--- src/hdl/pbe_regs.svh ---
`ifndef PBE_REGS_SVH
`define PBE_REGS_SVH

// ---------------------------------------------------------------
// register byte offsets
// ---------------------------------------------------------------
`define PBE_OFF_CTRL      8'h00
`define PBE_OFF_LIVE      8'h04
`define PBE_OFF_EVT_STAT  8'h08
`define PBE_OFF_EVT_CLR   8'h0C
`define PBE_OFF_EVT_EN    8'h10

// ---------------------------------------------------------------
// field positions
// ---------------------------------------------------------------
`define PBE_CTRL_PRI_PER  0
`define PBE_CTRL_SERR_EN  1
`define PBE_CTRL_SEC_PER  2
`define PBE_EVT_PRI_PERR  0
`define PBE_EVT_SEC_PERR  1
`define PBE_EVT_SIG_SERR  2

// ---------------------------------------------------------------
// reset values and answers
// ---------------------------------------------------------------
`define PBE_CTRL_RST      3'h0
`define PBE_EVT_RST       3'h0
`define PBE_RESP_OKAY     2'h0
`define PBE_RESP_SLVERR   2'h2

`endif

--- src/hdl/pbe_pkg.sv ---
package pbe_pkg;

   // ------------------------------------------------------------
   // transaction context from the bridge core
   // ------------------------------------------------------------
   typedef enum logic [1:0] {
      PBE_TXN_READ    = 2'h0,
      PBE_TXN_POSTED  = 2'h1,
      PBE_TXN_DELAYED = 2'h2,
      PBE_TXN_NONE    = 2'h3
   } pbe_txn_e;

   typedef enum logic {
      PBE_DIR_DOWN = 1'h0,
      PBE_DIR_UP   = 1'h1
   } pbe_dir_e;

   typedef struct packed {
      logic     master;
      logic     target;
      pbe_txn_e txn;
      pbe_dir_e dir;
      logic     par_err;
      logic     perr_win;
   } pbe_bus_s;

   // ------------------------------------------------------------
   // module state
   // ------------------------------------------------------------
   typedef enum logic [1:0] {
      PBE_DRV_IDLE = 2'h0,
      PBE_DRV_LOW  = 2'h1,
      PBE_DRV_HIGH = 2'h2
   } pbe_drv_e;

   typedef struct packed {
      pbe_drv_e st;
      logic     pin_n;
      logic     oe;
   } pbe_drv_s;

   typedef struct packed {
      logic s1;
      logic s2;
   } pbe_sync_s;

   typedef struct packed {
      logic [2:0]  ctrl;
      logic [2:0]  stat;
      logic [2:0]  en;
      logic        irq;
      logic        aw_got;
      logic [7:0]  aw_addr;
      logic        w_got;
      logic [7:0]  w_byte;
      logic        w_stb;
      logic        bvalid;
      logic [1:0]  bresp;
      logic        rvalid;
      logic [31:0] rdata;
      logic [1:0]  rresp;
      logic        serr_n;
      logic        serr_oe;
   } pbe_main_s;

endpackage : pbe_pkg

--- src/hdl/pbe_bridge_parity.sv ---
// Functional notes
// - primary parity error on primary write-target/read-initiator
// - downstream delayed write: secondary error reflected primary
// - secondary parity error on secondary write-target/read-initiator
// - upstream delayed write: primary error reflected secondary
// - system error only for posted-write target-bus error
// - no system error when detected as posted target
// - system error needs both parity response enables
// - system error needs system error enable too
// - reads and delayed writes never raise system error
// - system error sets signaled system error status
//
// Decided for this implementation: the register offsets and register access over AXI4-Lite.
`timescale 1ns/1ps
`include "pbe_regs.svh"
module pbe_bridge_parity (
   input  wire logic              aclk,
   input  wire logic              aresetn,
   // axi4-lite slave
   input  wire logic [7:0]        s_axi_awaddr,
   input  wire logic              s_axi_awvalid,
   output logic                   s_axi_awready,
   input  wire logic [31:0]       s_axi_wdata,
   input  wire logic [3:0]        s_axi_wstrb,
   input  wire logic              s_axi_wvalid,
   output logic                   s_axi_wready,
   output logic [1:0]             s_axi_bresp,
   output logic                   s_axi_bvalid,
   input  wire logic              s_axi_bready,
   input  wire logic [7:0]        s_axi_araddr,
   input  wire logic              s_axi_arvalid,
   output logic                   s_axi_arready,
   output logic [31:0]            s_axi_rdata,
   output logic [1:0]             s_axi_rresp,
   output logic                   s_axi_rvalid,
   input  wire logic              s_axi_rready,
   // transaction context from the bridge core
   input  wire pbe_pkg::pbe_bus_s pri_bus,
   input  wire pbe_pkg::pbe_bus_s sec_bus,
   // pins
   input  wire logic              primary_parity_err_n_in,
   output logic                   primary_parity_err_n_out,
   output logic                   primary_parity_err_n_oe,
   input  wire logic              secondary_parity_err_n_in,
   output logic                   secondary_parity_err_n_out,
   output logic                   secondary_parity_err_n_oe,
   output logic                   primary_system_err_n_out,
   output logic                   primary_system_err_n_oe,
   output logic                   irq
);

   // ------------------------------------------------------------
   // pin synchronisers
   // ------------------------------------------------------------
   logic pri_pin_q;
   logic sec_pin_q;

   pbe_sync2 u_sync_pri (
      .aclk    (aclk),
      .aresetn (aresetn),
      .d       (primary_parity_err_n_in),
      .q       (pri_pin_q)
   );

   pbe_sync2 u_sync_sec (
      .aclk    (aclk),
      .aresetn (aresetn),
      .d       (secondary_parity_err_n_in),
      .q       (sec_pin_q)
   );

   // ------------------------------------------------------------
   // error decisions
   // ------------------------------------------------------------
   pbe_pkg::pbe_main_s st;
   pbe_pkg::pbe_main_s next_st;

   logic pri_per;
   logic sec_per;
   logic serr_en;
   logic pri_seen;
   logic sec_seen;
   logic pri_role;
   logic sec_role;
   logic pri_go;
   logic sec_go;
   logic dwr_down;
   logic dwr_up;
   logic pw_up_hit;
   logic pw_down_hit;
   logic serr_go;

   assign pri_per  = st.ctrl[`PBE_CTRL_PRI_PER];
   assign sec_per  = st.ctrl[`PBE_CTRL_SEC_PER];
   assign serr_en  = st.ctrl[`PBE_CTRL_SERR_EN];
   // a low line is an error report
   assign pri_seen = !pri_pin_q;
   assign sec_seen = !sec_pin_q;

   // write target or read initiator on that bus
   assign pri_role = (pri_bus.target && (pri_bus.txn == pbe_pkg::PBE_TXN_POSTED
                   || pri_bus.txn == pbe_pkg::PBE_TXN_DELAYED))
                   || (pri_bus.master && pri_bus.txn == pbe_pkg::PBE_TXN_READ);
   assign sec_role = (sec_bus.target && (sec_bus.txn == pbe_pkg::PBE_TXN_POSTED
                   || sec_bus.txn == pbe_pkg::PBE_TXN_DELAYED))
                   || (sec_bus.master && sec_bus.txn == pbe_pkg::PBE_TXN_READ);

   // completion of a delayed write, as master on the target bus
   assign dwr_down = sec_bus.perr_win && sec_bus.master && sec_seen
                   && sec_bus.txn == pbe_pkg::PBE_TXN_DELAYED
                   && sec_bus.dir == pbe_pkg::PBE_DIR_DOWN;
   assign dwr_up   = pri_bus.perr_win && pri_bus.master && pri_seen
                   && pri_bus.txn == pbe_pkg::PBE_TXN_DELAYED
                   && pri_bus.dir == pbe_pkg::PBE_DIR_UP;

   assign pri_go = (pri_bus.par_err && pri_role && pri_per)
                 || (dwr_down && pri_per && sec_per);
   assign sec_go = (sec_bus.par_err && sec_role && sec_per)
                 || (dwr_up && pri_per && sec_per);

   // only the target's report on a posted write counts; our own
   // detection as target is answered with the parity line alone
   assign pw_up_hit   = pri_bus.perr_win && pri_bus.master && pri_seen
                      && pri_bus.txn == pbe_pkg::PBE_TXN_POSTED
                      && pri_bus.dir == pbe_pkg::PBE_DIR_UP;
   assign pw_down_hit = sec_bus.perr_win && sec_bus.master && sec_seen
                      && sec_bus.txn == pbe_pkg::PBE_TXN_POSTED
                      && sec_bus.dir == pbe_pkg::PBE_DIR_DOWN;
   assign serr_go = (pw_up_hit || pw_down_hit)
                  && pri_per && sec_per
                  && serr_en;

   pbe_perr_drv u_drv_pri (
      .aclk    (aclk),
      .aresetn (aresetn),
      .go      (pri_go),
      .pin_n   (primary_parity_err_n_out),
      .oe      (primary_parity_err_n_oe)
   );

   pbe_perr_drv u_drv_sec (
      .aclk    (aclk),
      .aresetn (aresetn),
      .go      (sec_go),
      .pin_n   (secondary_parity_err_n_out),
      .oe      (secondary_parity_err_n_oe)
   );

   // ------------------------------------------------------------
   // register file and bus slave
   // ------------------------------------------------------------
   logic       do_write;
   logic [2:0] evt;
   logic [2:0] clr;
   logic [7:0] rd_addr;

   assign s_axi_awready = !st.aw_got && !st.bvalid;
   assign s_axi_wready  = !st.w_got && !st.bvalid;
   assign s_axi_arready = !st.rvalid;
   assign do_write      = st.aw_got && st.w_got && !st.bvalid;
   assign rd_addr       = {s_axi_araddr[7:2], 2'h0};
   assign evt           = {serr_go, sec_go, pri_go};

   always_comb begin
      next_st = st;
      clr     = 3'h0;
      if (s_axi_awvalid && s_axi_awready) begin
         next_st.aw_got  = 1'b1;
         next_st.aw_addr = {s_axi_awaddr[7:2], 2'h0};
      end
      if (s_axi_wvalid && s_axi_wready) begin
         next_st.w_got  = 1'b1;
         next_st.w_byte = s_axi_wdata[7:0];
         next_st.w_stb  = s_axi_wstrb[0];
      end
      if (st.bvalid && s_axi_bready) begin
         next_st.bvalid = 1'b0;
      end
      if (do_write) begin
         next_st.aw_got = 1'b0;
         next_st.w_got  = 1'b0;
         next_st.bvalid = 1'b1;
         next_st.bresp  = `PBE_RESP_OKAY;
         case (st.aw_addr)
            `PBE_OFF_CTRL: begin
               if (st.w_stb) next_st.ctrl = st.w_byte[2:0];
            end
            `PBE_OFF_EVT_CLR: begin
               if (st.w_stb) clr = st.w_byte[2:0];
            end
            `PBE_OFF_EVT_EN: begin
               if (st.w_stb) next_st.en = st.w_byte[2:0];
            end
            `PBE_OFF_LIVE,
            `PBE_OFF_EVT_STAT: begin
               next_st.bresp = `PBE_RESP_OKAY;
            end
            default: begin
               next_st.bresp = `PBE_RESP_SLVERR;
            end
         endcase
      end
      // a new event outweighs a clear in the same cycle
      next_st.stat = (st.stat & ~clr) | evt;
      next_st.irq  = |(next_st.stat & next_st.en);
      // one clock low per reported posted-write error
      next_st.serr_n  = !serr_go;
      next_st.serr_oe = serr_go;
      if (st.rvalid && s_axi_rready) begin
         next_st.rvalid = 1'b0;
      end
      if (s_axi_arvalid && s_axi_arready) begin
         next_st.rvalid = 1'b1;
         next_st.rresp  = `PBE_RESP_OKAY;
         next_st.rdata  = 32'h0000_0000;
         case (rd_addr)
            `PBE_OFF_CTRL:     next_st.rdata[2:0] = st.ctrl;
            `PBE_OFF_LIVE: begin
               next_st.rdata[4:0] = {st.serr_oe,
                                     secondary_parity_err_n_oe,
                                     primary_parity_err_n_oe,
                                     sec_seen, pri_seen};
            end
            `PBE_OFF_EVT_STAT: next_st.rdata[2:0] = st.stat;
            `PBE_OFF_EVT_CLR:  next_st.rdata = 32'h0000_0000;
            `PBE_OFF_EVT_EN:   next_st.rdata[2:0] = st.en;
            default:           next_st.rresp = `PBE_RESP_SLVERR;
         endcase
      end
   end

   always_ff @(posedge aclk) begin
      if (!aresetn) begin
         st         <= '0;
         st.ctrl    <= `PBE_CTRL_RST;
         st.stat    <= `PBE_EVT_RST;
         st.en      <= `PBE_EVT_RST;
         st.serr_n  <= 1'b1;
      end else begin
         st <= next_st;
      end
   end

   assign s_axi_bvalid             = st.bvalid;
   assign s_axi_bresp              = st.bresp;
   assign s_axi_rvalid             = st.rvalid;
   assign s_axi_rdata              = st.rdata;
   assign s_axi_rresp              = st.rresp;
   assign primary_system_err_n_out = st.serr_n;
   assign primary_system_err_n_oe  = st.serr_oe;
   assign irq                      = st.irq;
endmodule : pbe_bridge_parity

--- src/hdl/pbe_perr_drv.sv ---
`timescale 1ns/1ps
module pbe_perr_drv (
   input  wire logic aclk,
   input  wire logic aresetn,
   input  wire logic go,
   output logic      pin_n,
   output logic      oe
);
   pbe_pkg::pbe_drv_s st;
   pbe_pkg::pbe_drv_s next_st;

   // sustained tri-state: low while asserted, one cycle high, then float
   always_comb begin
      next_st = st;
      case (st.st)
         pbe_pkg::PBE_DRV_IDLE,
         pbe_pkg::PBE_DRV_HIGH: begin
            next_st.st = go ? pbe_pkg::PBE_DRV_LOW
                       : (st.st == pbe_pkg::PBE_DRV_HIGH)
                         ? pbe_pkg::PBE_DRV_IDLE : pbe_pkg::PBE_DRV_IDLE;
         end
         pbe_pkg::PBE_DRV_LOW: begin
            next_st.st = go ? pbe_pkg::PBE_DRV_LOW : pbe_pkg::PBE_DRV_HIGH;
         end
         default: begin
            next_st.st = pbe_pkg::PBE_DRV_IDLE;
         end
      endcase
      next_st.pin_n = (next_st.st != pbe_pkg::PBE_DRV_LOW);
      next_st.oe    = (next_st.st != pbe_pkg::PBE_DRV_IDLE);
   end

   always_ff @(posedge aclk) begin
      if (!aresetn) begin
         st <= '{st: pbe_pkg::PBE_DRV_IDLE, pin_n: 1'b1, oe: 1'b0};
      end else begin
         st <= next_st;
      end
   end

   assign pin_n = st.pin_n;
   assign oe    = st.oe;
endmodule : pbe_perr_drv

--- src/hdl/pbe_sync2.sv ---
`timescale 1ns/1ps
module pbe_sync2 (
   input  wire logic aclk,
   input  wire logic aresetn,
   input  wire logic d,
   output logic      q
);
   pbe_pkg::pbe_sync_s st;
   pbe_pkg::pbe_sync_s next_st;

   // idle level of an active-low pin is high
   always_comb begin
      next_st    = st;
      next_st.s1 = d;
      next_st.s2 = st.s1;
   end

   always_ff @(posedge aclk) begin
      if (!aresetn) begin
         st <= '{s1: 1'b1, s2: 1'b1};
      end else begin
         st <= next_st;
      end
   end

   assign q = st.s2;
endmodule : pbe_sync2
--- config.mk ---
export PLATFORM = sky130hd
export DESIGN_NAME = pbe_bridge_parity
export DESIGN_NICKNAME = d
export VERILOG_FILES = /design/src/hdl/pbe_pkg.sv /design/src/hdl/pbe_bridge_parity.sv /design/src/hdl/pbe_perr_drv.sv /design/src/hdl/pbe_sync2.sv
export VERILOG_INCLUDE_DIRS = /design/src /design/src/hdl
export SDC_FILE = /design/constraint.sdc
export NUM_CORES = 1
export LEC_CHECK = 0
export ABC_AREA = 1
export CAP_MARGIN = 20
export CORE_ASPECT_RATIO = 1.5
export CORE_MARGIN = 2
export CORE_UTILIZATION = 50
export CTS_CLUSTER_DIAMETER = 120
export CTS_CLUSTER_SIZE = 12
export DETAILED_ROUTE_END_ITERATION = 10
export DONT_BUFFER_PORTS = 1
export MAX_ROUTING_LAYER = met4
export PLACE_DENSITY_LB_ADDON = 0.2
export SYNTH_ARGS = -nofsm -noshare
export SYNTH_HDL_FRONTEND = slang
export SYNTH_SLANG_ARGS = --single-unit
--- constraint.sdc ---
create_clock -name aclk -period 1.4 [get_ports aclk]
set_clock_uncertainty 0.15 [all_clocks]
set_input_delay 0.07 -clock aclk [delete_from_list [all_inputs] [get_ports aclk]]
set_output_delay 0.07 -clock aclk [all_outputs]
set_load 0.05 [all_outputs]
After elaboration in Yosys (flattened, before gate mapping)
Cells that the tools add are included.

Equality and inequality tests: 18. Mux-type cells: 20. Bitwise gates (word level): 6. Reduce and logical (&&, ||, !) cells: 67.

Operators with widths (count): logical AND 1 bit (36); two-way mux 35 bit (1); == test 6 x 2 -> 1 bit (second input constant) (4); two-way mux 3 bit (7); logical NOT 8 bit (2); == test 6 x 1 -> 1 bit (second input constant) (2); == test 6 x 3 -> 1 bit (second input constant) (2); one-hot mux 3 bit (4 select lines) (1); two-way mux 2 bit (5); OR reduction 5 bit (2); == test 2 x 1 -> 1 bit (second input constant) (4); == test 2 bit (second input constant) (4); logical NOT 2 bit (4); one-hot mux 2 bit (2 select lines) (2); nonzero test 2 bit (4); logical NOT 1 bit (7); logical OR 1 bit (7); AND 3 bit (2); OR reduction 2 bit (3); two-way mux 1 bit (4); != test 2 x 1 -> 1 bit (second input constant) (2); NOT 3 bit (1); OR 3 bit (1); AND reduction 3 bit (1); other kinds (2) (3).

Bits in registers: 47. Output and inout bits: 48. Logic and storage cells: 137.

Logic depth before layout (Yosys ltp)
Depth in word-level cells: 11. Mapped depth: 10. Gate-level depth less buffers: 10.

Hierarchy
A second synthesis with hierarchy kept.

Cells, all modules: 331. Area, all modules: 2285.9 um2.

Modules (own cells, without submodules): pbe_bridge_parity (instances 1, cells each 289, area an instance 1923.1 um2); pbe_perr_drv (instances 2, cells each 15, area an instance 126.4 um2); pbe_sync2 (instances 2, cells each 6, area an instance 55.1 um2).

Worst setup path before layout
No wires, ideal clock.

Path type: reg2reg. Start: reg st, in the netlist s_axi_bvalid. End: reg st[52] in the netlist's numbering. Library setup time: 0.065 ns. Data arrival time: 1.854 ns. Path slack: -0.669 ns. Cell stages (with the launch flop): 6. Path buffers: 0. Clock period less this slack: 2.069 ns. Path through: dfxtp_1 -> nor2_1 -> nand2_1 -> inv_1 -> nor2_1 -> nor2_1.

Word-level cells in the longest chain between the ends: 3.

Ends and longest elaborated chain: start: declaration (RTL line pbe_bridge_parity.sv:75) `pbe_pkg::pbe_main_s st;`; start signal: assignment (RTL line pbe_bridge_parity.sv:240) `st <= next_st;`; logical NOT 1 bit (RTL line pbe_bridge_parity.sv:157) `assign s_axi_awready = !st.aw_got && !st.bvalid;`; logical AND 1 bit (RTL line pbe_bridge_parity.sv:157); named net s_axi_awready (RTL line pbe_bridge_parity.sv:22) `output logic s_axi_awready,`; logical AND 1 bit (RTL line pbe_bridge_parity.sv:167) `if (s_axi_awvalid && s_axi_awready) begin`.

The timed path passes the listed nets, and every way through them passes these cells. A chain may end at the register's enable or synchronous reset.

Worst setup path after layout
Start: reg st[56] in the netlist's numbering. End: reg st, in the netlist irq.

Word-level cells in the longest chain between the ends: 8.

Ends and longest elaborated chain: == test 6 x 2 -> 1 bit (RTL line pbe_bridge_parity.sv:184) `case (st.aw_addr)`; two-way mux 3 bit (RTL line pbe_bridge_parity.sv:184); two-way mux 3 bit (RTL line pbe_bridge_parity.sv:179) `if (do_write) begin`; NOT 3 bit (RTL line pbe_bridge_parity.sv:204) `next_st.stat = (st.stat & ~clr) | evt;`; AND 3 bit (RTL line pbe_bridge_parity.sv:204); OR 3 bit (RTL line pbe_bridge_parity.sv:204); AND 3 bit * (RTL line pbe_bridge_parity.sv:205) `next_st.irq = |(next_st.stat & next_st.en);`; OR reduction 3 bit * (RTL line pbe_bridge_parity.sv:205).

Every way passes the cells marked *; elsewhere a longest branch is shown, timed or not.

==> run summary <==
Worst Setup Start Kind - flop
DR iter-0 viols - 30
Critical Path Max Stage Delay - 0.34 ns
Ant. Diodes - 0
Die Y - 87.3 microns
Simple-gate area share of the yosys netlist - 30.0%
Clk buf depth - 2
Worst hold start - aresetn
Filler cell count - 444
Tcrit/Tclk final - 96.5%
First-pass GRT wire length - 7110 microns
Clock-pin transition on the worst setup and hold timing paths - 0.08 ns
Reg power frac - 45.3%
WP data required - 1.44 ns
Total track usage - 18.3%
Mux share of post-synthesis cell area - 0%
Max VDD drop - 0.876 mV
Cell count after synthesis - 309
Grt ovf - 0
Endpoints failing setup - 0
Via density per instance - 4.72
Core Rows - 30
Starting Density - 51.3%
Clk pwr share - 35.3%
H-tree levels - 2
Crit path launch - st[56]
Arr. time, crit path - 1.39 ns
CTS Buf Count - 5
Violated checks - hold timing
Clk_lat worst skew - 0.29 ns
Synth area leader - dfxtp_1
Max_cap viols - 0
Drt drc - 0
DP HPWL - 3330 microns
Yosys top cell area share - 39.0%
Final setup TNS - 0 ns
Net Switching - 905 uW
Pre-CTS WS - 0.0523 ns
Synth cell types - 30
Largest net degree at the start of global routing - 26
Clock root buffer master - clkbuf_8
Wire length after detailed routing - 4300 microns
# hold bufs at CTS - 11
Status - finished, violations left
Fmax - 740 MHz
Hold path cells - 1
Crit-path cells - nor2_4 -> nand2_2 -> nor2_4 -> nand2_4 -> nand2_1 -> o21ai_2 -> nand2_1 -> nand3_1
Fin util - 60.2%
RSZ-0062 raised after global routing - true
CP endpoint kind - flop
CP Class - flop to flop
IO Port Bufs - 0
Initial antenna violation count - 0
DRT Pass-1 Iters - 4
Slew Limit Fails - 0
RD Place Congestion - 0.807
Worst min-delay path class - input pin to flop
Tmin final - 1.35 ns
Power per cell area - 1120 nW/um^2
Clk sinks - 45
ANT nets after route - 0
Layout area overhead - 17.3%
Xor/xnor share of the synthesized area - 0%
Die ar. - 5200 sq um
Critical-path top delay cell - dfxtp_2
Ys Warns - 0
Power Internal - 2130 uW
Post-Synthesis Cell Area - 2310 sq um
Comb pwr share - 19.4%
Total power - 3040 uW
Adder-cell share of the synthesized area - 3.25%
Post-synthesis sequential area ratio - 39.0%
Largest family of logic cells by synthesized area - simple AND/OR/NAND/NOR gates
Sw Share - 29.8%
Layout Nets - 421
Reg2reg start - st[56]
Final worst setup slack - 0.0495 ns
Share of layout cells above drive strength 1 - 23.8%
Synth top area cells - dfxtp_1 (39%), buf_4 (12%), nand2_1 (9.6%)
DR vias - 1,836
Vias in the first global route - 1,700
Leakage power - 0.00126 uW
Syn_area_per_cell - 7.48 sq um
Worst Path Max Fanout - 4
Die width - 59.5 microns
Fin. Hold Viols - 26
Synth Area in Compound Gates - 9.96%
Reg2Reg Depth - 8
Number of top-level pins - 123
Fin Hold WS - -0.262 ns
CTS tree - done
Routed wire per std cell - 11.1 microns
Synth Register Bits - 45
Placeable Area - 4500 sq um
==> cells in the final DEF, fill, tap and decap left out <==
| cell type | Yosys | routed |
|---|---|---|
| nand2_2 | 3 | 8 |
| o211ai_1 | 2 | 2 |
| nand3_2 | 1 | 2 |
| o21ai_1 | 2 | 5 |
| nor3_2 | 2 | 1 |
| clkinvlp_4 | 0 | 1 |
| dfxtp_2 | 0 | 4 |
| nand2_1 | 59 | 52 |
| buf_4 | 36 | 23 |
| dfxtp_4 | 0 | 1 |
| nor2_1 | 40 | 38 |
| and2_1 | 1 | 1 |
| nand4_1 | 7 | 7 |
| nor2_4 | 3 | 9 |
| ha_1 | 6 | 6 |
| a21oi_1 | 14 | 14 |
| nand2_4 | 0 | 2 |
| clkbuf_16 | 0 | 1 |
| nor2_8 | 1 | 1 |
| inv_2 | 4 | 4 |
| inv_1 | 28 | 27 |
| o21a_1 | 1 | 1 |
| nand3_1 | 15 | 14 |
| o21ai_2 | 2 | 3 |
| nor3_4 | 0 | 1 |
| clkinv_2 | 0 | 1 |
| buf_6 | 0 | 1 |
| nor2_2 | 5 | 1 |
| dlygate4sd3_1 | 0 | 11 |
| o21ai_0 | 15 | 11 |
| clkinv_4 | 0 | 1 |
| clkbuf_8 | 0 | 5 |
| nand3b_1 | 2 | 2 |
| or2_2 | 5 | 5 |
| conb_1 | 1 | 29 |
| dfxtp_1 | 45 | 40 |
| bufinv_16 | 0 | 1 |
| a21oi_2 | 4 | 4 |
| nand3_4 | 1 | 1 |
==> power groups by stage <==
stage	Combinational, uW	Sequential [uW]	Clock [uW]
CTS	565	1370	1100
global placement	534	1400	0
floorplan	507	1410	0
detailed placement	538	1400	0
finish	588	1380	1070
global route	642	1380	1140
==> Yosys cell counts (all sizes together) <==
library cell,n
inv,32
nand3,17
o21ai,19
nand3b,2
nand4,7
clkinv,1
and2,1
dfxtp,45
conb,1
o211ai,2
ha,6
nor2,49
nand2,62
nor3,2
a21oi,18
or2,5
buf,38
clkbuf,1
o21a,1
==> critical path, delay by kind of cell (launching register included) <==
family	cells	cell delay [ns]
DFF	1	0.34
AOI/OAI and AO/OA	1	0.05
and+or+nand+nor	7	0.72
==> state kept, by name (all words and copies together), names as in the netlist, 2 cells and up <==
| name | cells |
|---|---|
| st | 18 |
| s_axi_rdata | 5 |
| u_drv_pri.st | 2 |
| u_drv_sec.st | 2 |
==> stage by stage <==
step           cell area, sq um  hold WS (ns)  instances
3_3_place_gp               2410        0.0279        369
4_1_cts                    2650        -0.272        388
5_1_grt                    2710        -0.263        389
3_5_place_dp               2410        0.0287        369
6_report                   2710        -0.262        389
2_1_floorplan              2460        0.0266        337
==> worst paths after layout <==
path / end / slack [ns]
max: irq / 0.05
min: s_axi_rvalid / -0.26
max reg2reg: irq / 0.05
min reg2reg: u_sync_sec.q / 0.26
==> metal layers <==
metal  vias to the layer above  part of all wire (%)  wire [microns]  global-route usage (%)
met5                         -                     0               0                       -
met4                         0                   2.3              99                    7.27
met3                         9                   5.6             241                    3.57
met2                        57                    53            2280                    33.2
met1                       797                    39            1680                    18.8
li1                        973                     -               -                       -
==> cell families (layout without fill, tap and decap cells) <==
| group | count (synthesis) | after routing |
|---|---|---|
| simple gates | 145 | 145 |
| buf+inv | 72 | 76 |
| flops | 45 | 45 |
| compound gates | 40 | 40 |
| fa+ha+maj | 6 | 6 |
| other cells | 1 | 29 |
==> area by class of cell <==
type | count | area, sq um | area share [%]
Clock inverter | 2 | 35.0 | 1.29
Sequential cell | 45 | 910 | 33.5
Clock buffer | 6 | 93.8 | 3.46
Multi-Input combinational cell | 220 | 1190 | 43.7
Inverter | 33 | 133 | 4.89
Timing Repair Buffer | 35 | 294 | 10.8
Tap cell | 48 | 60.1 | 2.22
==> timing repair <==
| action | 4_1_cts | 5_1_grt |
|---|---|---|
| setup endpoints to repair | 0 | 7 |
| gates resized for setup | 0 | 17 |
| setup buffers | 0 | 1 |
| endpoints found under the hold margin | 35 | 26 |
Note: power is estimated with default switching activity, not from simulation.
